File: config.mk
export PLATFORM = sky130hd
export DESIGN_NAME = umpc_ctrl
export DESIGN_NICKNAME = d
export VERILOG_FILES = /design/src/rtl/umpc_pkg.sv /design/src/rtl/umpc_filter.sv /design/src/rtl/umpc_ctrl.sv
export SDC_FILE = /design/constraint.sdc
export NUM_CORES = 1
export LEC_CHECK = 0
export BUFFER_PORTS_ARGS = -buffer_cell sky130_fd_sc_hd__clkbuf_2
export CAP_MARGIN = 20
export CORE_MARGIN = 4
export CORE_UTILIZATION = 45
export CTS_CLUSTER_SIZE = 28
export DETAILED_ROUTE_END_ITERATION = 6
export GPL_TIMING_DRIVEN = 0
export PLACE_DENSITY_LB_ADDON = 0.08
export SKIP_LAST_GASP = 1
export SLEW_MARGIN = 20
export SYNTH_ARGS = -nofsm -noshare
export SYNTH_HDL_FRONTEND = slang
export SYNTH_SLANG_ARGS = --single-unit
export TNS_END_PERCENT = 30
File: constraint.sdc
create_clock -name mclk -period 3.68 [get_ports mclk]
set_input_delay 0.736 -clock mclk [delete_from_list [all_inputs] [get_ports mclk]]
set_output_delay 0.736 -clock mclk [all_outputs]
set_load 0.03 [all_outputs]
File: src/rtl/umpc_pkg.sv
// Package for the nine-bit multiprocessor control block.
// Assumes a 32-bit classic Wishbone slave port and one clock.
`default_nettype none
package umpc_pkg;
    // ==========================================================
    // Register map (byte addresses, one word per register)
    localparam logic [11:0] ADDR_CTRL0     = 12'hf42;
    localparam logic [11:0] ADDR_CTRL1_IDX = 12'hf43;
    localparam logic [13:0] OFS_CTRL1      = 14'h3d0c;  // Index times four
    localparam logic [13:0] OFS_CTRL0      = 14'h3d08;  // Index times four
    localparam logic [13:0] OFS_ADDRCMP    = 14'h3d10;
    localparam logic [13:0] OFS_IRQSTAT    = 14'h3d14;
    localparam logic [13:0] OFS_IRQMASK    = 14'h3d18;
    localparam logic [13:0] OFS_RXSTAT     = 14'h3d1c;
    // ==========================================================
    // Field positions
    localparam int BIT_MODE_HI  = 7;
    localparam int BIT_NINE_EN  = 6;
    localparam int BIT_MODE_LO  = 5;
    localparam int BIT_TX_NINTH = 4;
    localparam int BIT_DE_POL   = 3;
    localparam int BIT_PAR_ON   = 4;
    localparam int PAGE_LO      = 8;  // Page select in ctrl1 word bits 10:8
    localparam int IRQ_RXHIT    = 0;
    localparam int IRQ_RXDROP   = 1;
    // ==========================================================
    // Reset values and page code
    localparam logic [7:0] RST_CTRL  = 8'h00;
    localparam logic [2:0] RST_PAGE  = 3'h0;
    localparam logic [2:0] PAGE_MP   = 3'h0;
    localparam logic [7:0] RST_CMP   = 8'h00;
    localparam logic [1:0] RST_IRQ   = 2'h0;
    // Filter modes
    typedef enum logic [1:0] {
        FLT_ALL      = 2'b00,
        FLT_ADDR     = 2'b01,
        FLT_MATCH_IN = 2'b10,
        FLT_DATA_ONLY= 2'b11
    } umpc_mode_t;
    // Received character as it leaves the receiver
    typedef struct packed {
        logic       ninth;
        logic [7:0] data;
    } umpc_char_t;
endpackage : umpc_pkg
`default_nettype wire

File: src/rtl/umpc_filter.sv
// Receive interrupt filter for nine-bit multiprocessor framing.
// Assumes one received character per valid pulse, synchronous inputs.
`default_nettype none
module umpc_filter (
    input  wire logic                   mclk,
    input  wire logic                   rstn,
    input  wire logic                   nineOn,
    input  wire umpc_pkg::umpc_mode_t   mode,
    input  wire logic [7:0]             cmpValue,
    input  wire logic                   rxValid,
    input  wire umpc_pkg::umpc_char_t   rxChar,
    output logic                        hit,
    output logic                        drop,
    output logic                        matched
);
    // ==========================================================
    // Byte classification
    wire isAddr   = nineOn & rxChar.ninth;
    wire isData   = ~isAddr;
    wire addrHit  = isAddr & (rxChar.data == cmpValue);
    wire want;
    assign want = !nineOn ? 1'b1 :
                  (mode == umpc_pkg::FLT_ALL)      ? 1'b1 :
                  (mode == umpc_pkg::FLT_ADDR)     ? isAddr :
                  (mode == umpc_pkg::FLT_MATCH_IN) ? (isAddr ? addrHit : matched) :
                  (isData & matched);

    // Match state follows the latest address byte
    always_ff @(posedge mclk) begin
        if (!rstn) begin
            matched <= 1'b0;
            hit     <= 1'b0;
            drop    <= 1'b0;
        end else begin
            if (rxValid && isAddr) begin
                matched <= addrHit;
            end
            hit  <= rxValid & want;
            drop <= rxValid & ~want;
        end
    end
endmodule : umpc_filter
`default_nettype wire

File: src/rtl/umpc_ctrl.sv
// Nine-bit multiprocessor control page with Wishbone slave and interrupt.
// Assumes classic Wishbone, 32-bit data, one clock, synchronous reset.
//
// Register access over Wishbone was chosen for this implementation.
`default_nettype none
// Notes on behaviour
// - One control address holds several pages; page 000 is the multiprocessor page.
// - Filter mode 00 interrupts on every received byte.
// - Filter mode 01 interrupts only on address bytes.
// - Mode 10 interrupts on matching address and following data until mismatch.
// - Mode 11 interrupts only on data after a matching address.
// - Bit 6 switches nine-bit framing on or off.
// - In nine-bit mode bit 4 is sent as ninth bit.
// - Driver enable active high when bit 3 zero, low when one.
// - Nine-bit mode overrides parity for the ninth bit.
module umpc_ctrl (
    input  wire logic                 mclk,
    input  wire logic                 rstn,
    // Wishbone slave
    input  wire logic                 wb_cyc_i,
    input  wire logic                 wb_stb_i,
    input  wire logic                 wb_we_i,
    input  wire logic [13:0]          wb_adr_i,
    input  wire logic [3:0]           wb_sel_i,
    input  wire logic [31:0]          wb_dat_i,
    output logic      [31:0]          wb_dat_o,
    output logic                      wb_ack_o,
    output logic                      wb_err_o,
    // Receiver side
    input  wire logic                 rxValid,
    input  wire umpc_pkg::umpc_char_t rxChar,
    // Transmitter side, receive request and interrupt
    input  wire logic                 txActive,
    output logic                      nineBitOn,
    output logic                      parityBitOn,
    output logic                      txNinthBit,
    output logic                      driver_enable_out,
    output logic                      rxIrqReq,
    output logic                      irq
);
    // ==========================================================
    // Register state
    logic [7:0] ctrl0;
    logic [7:0] mpCtrl;
    logic [7:0] otherPage [1:7];
    logic [2:0] register_page_select;
    logic [7:0] cmpValue;
    logic [1:0] irqStat;
    logic [1:0] irqMask;
    logic       hit;
    logic       drop;
    logic       matched;

    // ==========================================================
    // Field views
    wire nine_bit_mode_enable = mpCtrl[umpc_pkg::BIT_NINE_EN];
    wire ninth_bit_tx_value   = mpCtrl[umpc_pkg::BIT_TX_NINTH];
    wire driver_en_polarity   = mpCtrl[umpc_pkg::BIT_DE_POL];
    wire parity_on            = ctrl0[umpc_pkg::BIT_PAR_ON];
    wire [1:0] addr_filter_irq_mode = {mpCtrl[umpc_pkg::BIT_MODE_HI], mpCtrl[umpc_pkg::BIT_MODE_LO]};

    // ==========================================================
    // Bus decode
    wire req       = wb_cyc_i & wb_stb_i & ~wb_ack_o & ~wb_err_o;
    wire selCtrl0  = wb_adr_i == umpc_pkg::OFS_CTRL0;
    wire selCtrl1  = wb_adr_i == umpc_pkg::OFS_CTRL1;
    wire selCmp    = wb_adr_i == umpc_pkg::OFS_ADDRCMP;
    wire selStat   = wb_adr_i == umpc_pkg::OFS_IRQSTAT;
    wire selMask   = wb_adr_i == umpc_pkg::OFS_IRQMASK;
    wire selRx     = wb_adr_i == umpc_pkg::OFS_RXSTAT;
    wire mapped    = selCtrl0 | selCtrl1 | selCmp | selStat | selMask | selRx;
    wire wrLane0   = req & mapped & wb_we_i & wb_sel_i[0];
    wire wrLane1   = req & mapped & wb_we_i & wb_sel_i[1];
    wire pageIsMp  = register_page_select == umpc_pkg::PAGE_MP;
    wire [7:0] pageRead = pageIsMp ? mpCtrl : otherPage[register_page_select];
    wire [31:0] rdMux =
        selCtrl0 ? {24'h000000, ctrl0} :
        selCtrl1 ? {21'h000000, register_page_select, pageRead} :
        selCmp   ? {24'h000000, cmpValue} :
        selStat  ? {30'h00000000, irqStat} :
        selMask  ? {30'h00000000, irqMask} :
        selRx    ? {30'h00000000, matched, txActive} :
        32'h00000000;
    wire [1:0] clrBits = (wrLane0 & selStat) ? wb_dat_i[1:0] : 2'h0;
    wire [1:0] setBits;
    assign setBits[umpc_pkg::IRQ_RXHIT]  = hit;
    assign setBits[umpc_pkg::IRQ_RXDROP] = drop;

    // ==========================================================
    // Bus answer, one cycle after request
    always_ff @(posedge mclk) begin
        if (!rstn) begin
            wb_ack_o <= 1'b0;
            wb_err_o <= 1'b0;
            wb_dat_o <= 32'h00000000;
        end else begin
            wb_ack_o <= req & mapped;
            wb_err_o <= req & ~mapped;
            wb_dat_o <= (req & mapped & ~wb_we_i) ? rdMux : 32'h00000000;
        end
    end

    // Control register writes
    always_ff @(posedge mclk) begin
        if (!rstn) begin
            ctrl0                <= umpc_pkg::RST_CTRL;
            mpCtrl               <= umpc_pkg::RST_CTRL;
            register_page_select <= umpc_pkg::RST_PAGE;
            cmpValue             <= umpc_pkg::RST_CMP;
            irqMask              <= umpc_pkg::RST_IRQ;
            for (int i = 1; i < 8; i++) begin
                otherPage[i] <= umpc_pkg::RST_CTRL;
            end
        end else begin
            if (wrLane0 & selCtrl0) begin
                ctrl0 <= wb_dat_i[7:0];
            end
            if (wrLane1 & selCtrl1) begin
                register_page_select <= wb_dat_i[10:8];
            end
            if (wrLane0 & selCtrl1) begin
                if (pageIsMp) begin
                    mpCtrl <= wb_dat_i[7:0];
                end else begin
                    otherPage[register_page_select] <= wb_dat_i[7:0];
                end
            end
            if (wrLane0 & selCmp) begin
                cmpValue <= wb_dat_i[7:0];
            end
            if (wrLane0 & selMask) begin
                irqMask <= wb_dat_i[1:0];
            end
        end
    end

    // Sticky status, set wins over clear
    always_ff @(posedge mclk) begin
        if (!rstn) begin
            irqStat <= umpc_pkg::RST_IRQ;
        end else begin
            irqStat <= (irqStat & ~clrBits) | setBits;
        end
    end

    // ==========================================================
    // Receive filter
    umpc_filter u_filter (
        .mclk     (mclk),
        .rstn     (rstn),
        .nineOn   (nine_bit_mode_enable),
        .mode     (umpc_pkg::umpc_mode_t'(addr_filter_irq_mode)),
        .cmpValue (cmpValue),
        .rxValid  (rxValid),
        .rxChar   (rxChar),
        .hit      (hit),
        .drop     (drop),
        .matched  (matched)
    );

    // ==========================================================
    // Outputs to the framer, receive request and interrupt
    // framing switch
    assign nineBitOn   = nine_bit_mode_enable;
    assign parityBitOn = parity_on & ~nine_bit_mode_enable;
    assign txNinthBit  = nine_bit_mode_enable & ninth_bit_tx_value;
    assign driver_enable_out = txActive ^ driver_en_polarity;
    assign rxIrqReq    = hit;
    assign irq         = |(irqStat & irqMask);
endmodule : umpc_ctrl
`default_nettype wire

; Word-level counts from Yosys, hierarchy flattened
; Memories as Yosys holds them, arrays and structs flattened. A register that Yosys moved wholly into a read port is not among the register bits.
; Index checks and enable logic that the tools add are counted.
[classes]
addsub = 0
mul = 0
n_div = 0
magnitude_cmp = 0
eq_ne = 9
shifts = 0
muxes = 23
bitwise = 41
n_reduce_logical = 9
[ops]
columns = op, n
row1 = "14-bit equality test, second input constant", 6
row2 = 8-bit 2-to-1 mux, 4
row3 = 1-bit bitwise AND, 22
row4 = 1-bit 2-to-1 mux, 11
row5 = 11-bit 2-to-1 mux, 1
row6 = 3-bit 2-to-1 mux, 3
row7 = 1-bit NOT, 9
row8 = 8-bit equality test, 1
row9 = 2-bit 2-to-1 mux, 4
row10 = 8-bit OR reduction, 1
row11 = 7-bit OR reduction, 1
row12 = 1-bit OR, 5
row13 = 2-bit bitwise AND, 2
row14 = 2-bit AND reduction, 2
row15 = 3-bit logical NOT, 1
row16 = 3-bit OR reduction, 1
row17 = "2-bit by 1-bit equality test with 1-bit output, second input constant", 1
row18 = "2-bit equality test, second input constant", 1
row19 = 2-bit logical NOT, 1
row20 = 2-bit NOT, 1
row21 = 2-bit OR, 1
row22 = 2-bit OR reduction, 1
row23 = 1-bit logical AND, 1
row24 = 1-bit XOR, 1
[word_totals]
regBits = 68
latchBits = 0
ramBits = 56
rom_bits = 0
in_bits = 66
output_inout_bits = 40
word_cells = 97
memories = 1
[mem_list]
columns = name, words, width, read_ports, rd_ports_with_merged_regs, wr, line
row1 = otherPage, 7, 8, 1, 1, 7, umpc_ctrl.sv:45  ; logic [7:0] otherPage [1:7];

; Longest topological paths before layout
[depth]
depth_word = 15
depth_mapped = 8
mapped_depth_nobuf = 5

; Modules after synthesis
; A second synthesis with hierarchy kept.
[hier_totals]
hier_cells = 483
area_unflattened_um2 = 5193.7
[modules_own_cells]
columns = module, instances, cells_each, area_per_inst_um2, seq_area_each_um2
row1 = umpc_ctrl, 1, 455, 4962.3, 2862.7
row2 = umpc_filter, 1, 28, 231.5, 60.1

; Least setup slack after synthesis
; Ideal clock, no wire load.
[synth_timing]
path_type = input to register
from = in wb_adr_i[7]
to = mem otherPage[4][0] (enable)
arrival_time_ns = 2.973
t_required_ns = 3.293
setup_slack_ns = 0.320
cell_stages = 5
path_cell_list = or3_4 or4_4 buf_6 or3_2 o31ai_1
[synth_lines]
columns = item, line
row1 = "start, declared", umpc_ctrl.sv:23  ; input wire logic [13:0] wb_adr_i,
row2 = "end, declared", umpc_ctrl.sv:45

==> flow_summary.toml <==
[final_layout]
filler_cell_count = 1042
most_frequent_standard_cell_in_the_layout_excluding_fill_and_tap_cells = "sky130_fd_sc_hd__nor2_1"
stdcell_area_sq_um = 6471
num-nets-final = 669
layout-area-overhead-vs-synth_pct = 23.35
antenna-diode-count = 0
layout.cells.most_common_list = "73 x sky130_fd_sc_hd__nor2_1, 64 x sky130_fd_sc_hd__edfxtp_1, 60 x sky130_fd_sc_hd__clkbuf_2, 50 x sky130_fd_sc_hd__dfxtp_1, 47 x sky130_fd_sc_hd__mux2i_1"
fraction_of_layout_instances_using_a_drive_strength_above_1 = 0.2321

[cts]
cts_resized = 0
post-cts-setup-buffer-count = 0
clock_tree.buffer_depth = 2
clk_root_buffer_cell = "sky130_fd_sc_hd__clkbuf_16"
post_cts_hold_buffer_count = 0
tritoncts.num_buffers = 17
cts_htree_levels = 4
cts_tree = "built"
clk_pin_slew_worst_paths_ns = 0.05
clk-insertion-delay-late_ns = 0.41
cts_sinks = 114

[outcome]
result_of_the_run = "completed"

[die]
floorplan.core_area_sq_um = 11420
die_area_sq_um = 13450
die_y_um = 116.0
placementRows = 39
floorplan.initialDensity = 0.4595
top_level_i_o_count = 106
die-width_um = 116.0

[worst_setup_path]
regToRegSetupSlack_ns = 1.05
critical_path_required_ns = 3.71
critical_path_data_arrival_time_ns = 3.14
criticalPathCategory = "primary input to register"
critical_path.reg2reg.endpoint = "otherPage[4][6]"
crit_fanout = 9
rr_startpoint = "wb_err_o"
worstSetupStartpoint = "wb_adr_i[7]"
worst-r2r-cell-count = 4
cp.buffers_inverters = 2
cp_depth = 6
timing.critical_path.max_delay_family = "simple AND/OR/NAND/NOR gates"
cp_startpoint_kind = "primary input"
cp_slowest_stage_delay_ns = 0.76
critical_path.endpoint_type = "register"
cpMaxStageDelayCell = "sky130_fd_sc_hd__o31ai_2"
ordered_cell_list_for_the_critical_path = "clkbuf_2 -> or3_4 -> or4_4 -> buf_6 -> or3_2 -> o31ai_2"
worst_setup_path_endpoint = "otherPage[4][6]"

[place]
placed_area_sq_um = 5887
io_buffer_count = 60
place_congestion = 0.8397
place.detailed.hpwl_um = 9833

[routing]
detail_route.drc_violations = 0
drt_iter0_markers = 247
route.final.wire_length_um = 13110
1st_pass_router_iterations = 4
drtAntennaViolNets = 0
post_drt_wl_per_cell_um = 17.27
via_per_inst = 5.223
num_vias = 3964

[grt]
grt_busiest_layer = "met2"
initial_antenna_violation_count = 0
grt_first_pass_wirelength_um = 21050
global_route.usage.met1 = 0.2657
track_usage = 0.2077
first_global_vias = 3944
grtUsageMet3 = 0.04595
grtUsageMet2 = 0.3510
globalRouteOverflowTotal = 0
largest_net_degree_at_the_start_of_global_routing = 17

[timing]
rsz_0062_raised_after_global_routing = "false"
finalClockSkew_ns = 0.007825
setup-tns-final_ns = 0
maxClockFrequency_mhz = 321.5
final_period_minus_worst_setup_slack_ns = 3.110
hold_viol_final = 0
finalSetupViolCount = 0
period_share = 0.8452
worst_pin_slew_ns = 0.9564
finalMaxSlewViolations = 0
slew_headroom = 0.3581

[worst_hold_path]
hold_removal_path_class = "register to register"

[power_and_ir_drop]
power_leakage_nw = 2.471
max-vdd-ir-drop_uv = 274.3
powerDensity_nw_per_um2 = 487.1
report.power.total_w = 0.003152

[synth]
yosys.area_share.xor_xnor = 0.01503
synth-main-ff-cell = "sky130_fd_sc_hd__edfxtp_1"
syn_inst = 492
postSynth.asyncResetShare = 0
post_synth_mux_area_share = 0.1068
synth_cell_type_count = 49
yosysSeqAreaShare = 0.5571
post_synth_edffs = 64
ys_ff_latch = 114
count_of_yosys_warnings_during_synthesis = 0
synth_adder_area_share = 0
synthesis.area_per_instance_sq_um = 10.66
synth_top_family_by_area = "simple AND/OR/NAND/NOR gates"
synth_area_sq_um = 5246
synthesized_area_fraction_occupied_by_ao_oa_aoi_and_oai_cells = 0.08514
synth_simple_gate_area_frac = 0.1753

[run]
maxCapViolations = 0
-- metrics by stage --
| stage | utilization | hold WS (ns) | setup WS, ns | cells |
|---|---|---|---|---|
| after detailed placement | 0.5156 | 0.4521 | 0.1074 | 727 |
| final | 0.5667 | 0.4567 | 0.5696 | 759 |
| after global placement | 0.5106 | 0.4441 | -0.3452 | 723 |
| after CTS | 0.5667 | 0.4601 | 0.5404 | 759 |
| after floorplan | - | 0.4349 | 0.3203 | 520 |
| after global routing | 0.5667 | 0.4735 | 0.4718 | 759 |
-- area by class of cell --
cell class	count	area (sq um)	share of cell area
multi-input cells	351	2141	0.3308
plain buffers	50	295.3	0.04563
clock inverters	11	97.59	0.01508
well taps	143	178.9	0.02765
repair buffers	64	330.3	0.05104
inverters	5	18.77	0.002900
flip-flops and latches	114	2923	0.4517
clock buffers	21	486.7	0.07521
-- worst register-to-register path: stages (launching register included) --
cell                       delay, ns
sky130_fd_sc_hd__dfxtp_1        0.32
sky130_fd_sc_hd__and4bb_2       0.32
sky130_fd_sc_hd__nand3_1        0.28
sky130_fd_sc_hd__or3_2          0.57
sky130_fd_sc_hd__o31ai_2        0.76
-- report_power, final --
| group | internal (W) | switching, W |
|---|---|---|
| logic | 0.0000610 | 0.000108 |
| clock network | 0.00102 | 0.000578 |
| registers | 0.00138 | 0.0000101 |
| total | 0.00246 | 0.000695 |
-- sequential cells by signal, summed over array words and instances (netlist names), named ones only --
| name | cells |
|---|---|
| wb_dat_o | 11 |
| u_filter.hit | 1 |
| u_filter.matched | 1 |
| irqStat | 2 |
| wb_err_o | 1 |
| mpCtrl | 8 |
| u_filter.drop | 1 |
| ctrl0 | 8 |
| otherPage | 64 |
| irqMask | 2 |
| cmpValue | 8 |
| wb_ack_o | 1 |
| register_page_select | 3 |
-- synth_stat cells, drive strengths merged (6+ instances only) --
library cell  number  share of area
and2               7         0.0083
buf               31          0.042
clkbuf            18          0.013
dfxtp             50           0.19
edfxtp            64           0.37
mux2               8          0.017
mux2i             47          0.090
nand2             41          0.029
nand2b            14          0.017
nand3             13          0.012
nor2              73          0.052
nor3               6         0.0057
o211ai             6         0.0086
o21ai             27          0.026
o22ai             16          0.019
or3               10          0.014
xor2               7          0.012
-- worst min-delay path by stage --
stage | from | endpoint | slack [ns] | depth (start not counted)
3_5_place_dp | ctrl0[0] | ctrl0[0] | 0.45 | 2
5_1_grt | ctrl0[1] | ctrl0[1] | 0.47 | 2
4_1_cts | ctrl0[1] | ctrl0[1] | 0.46 | 2
6_report | ctrl0[1] | ctrl0[1] | 0.46 | 2
2_1_floorplan | ctrl0[2] | ctrl0[2] | 0.43 | 2
3_3_place_gp | ctrl0[7] | ctrl0[7] | 0.44 | 2
-- kinds of logic (layout without fill, tap and decap cells) --
kind of cell           count (synthesis)  after routing
AND/OR/NAND/NOR                      186            186
flip-flops                           114            114
AO/OA/AOI/OAI                         72             72
multiplexers                          55             55
buffers and inverters                 55            151
XOR/XNOR                               9              9
other                                  1             29
-- per-layer routing --
layer | up-vias | part of all wire
met5 | - | 0
met2 | 96 | 0.51
met4 | 0 | 0.011
met1 | 1918 | 0.43
li1 | 1937 | -
met3 | 13 | 0.047
Note: power is estimated with default switching activity, not from simulation.
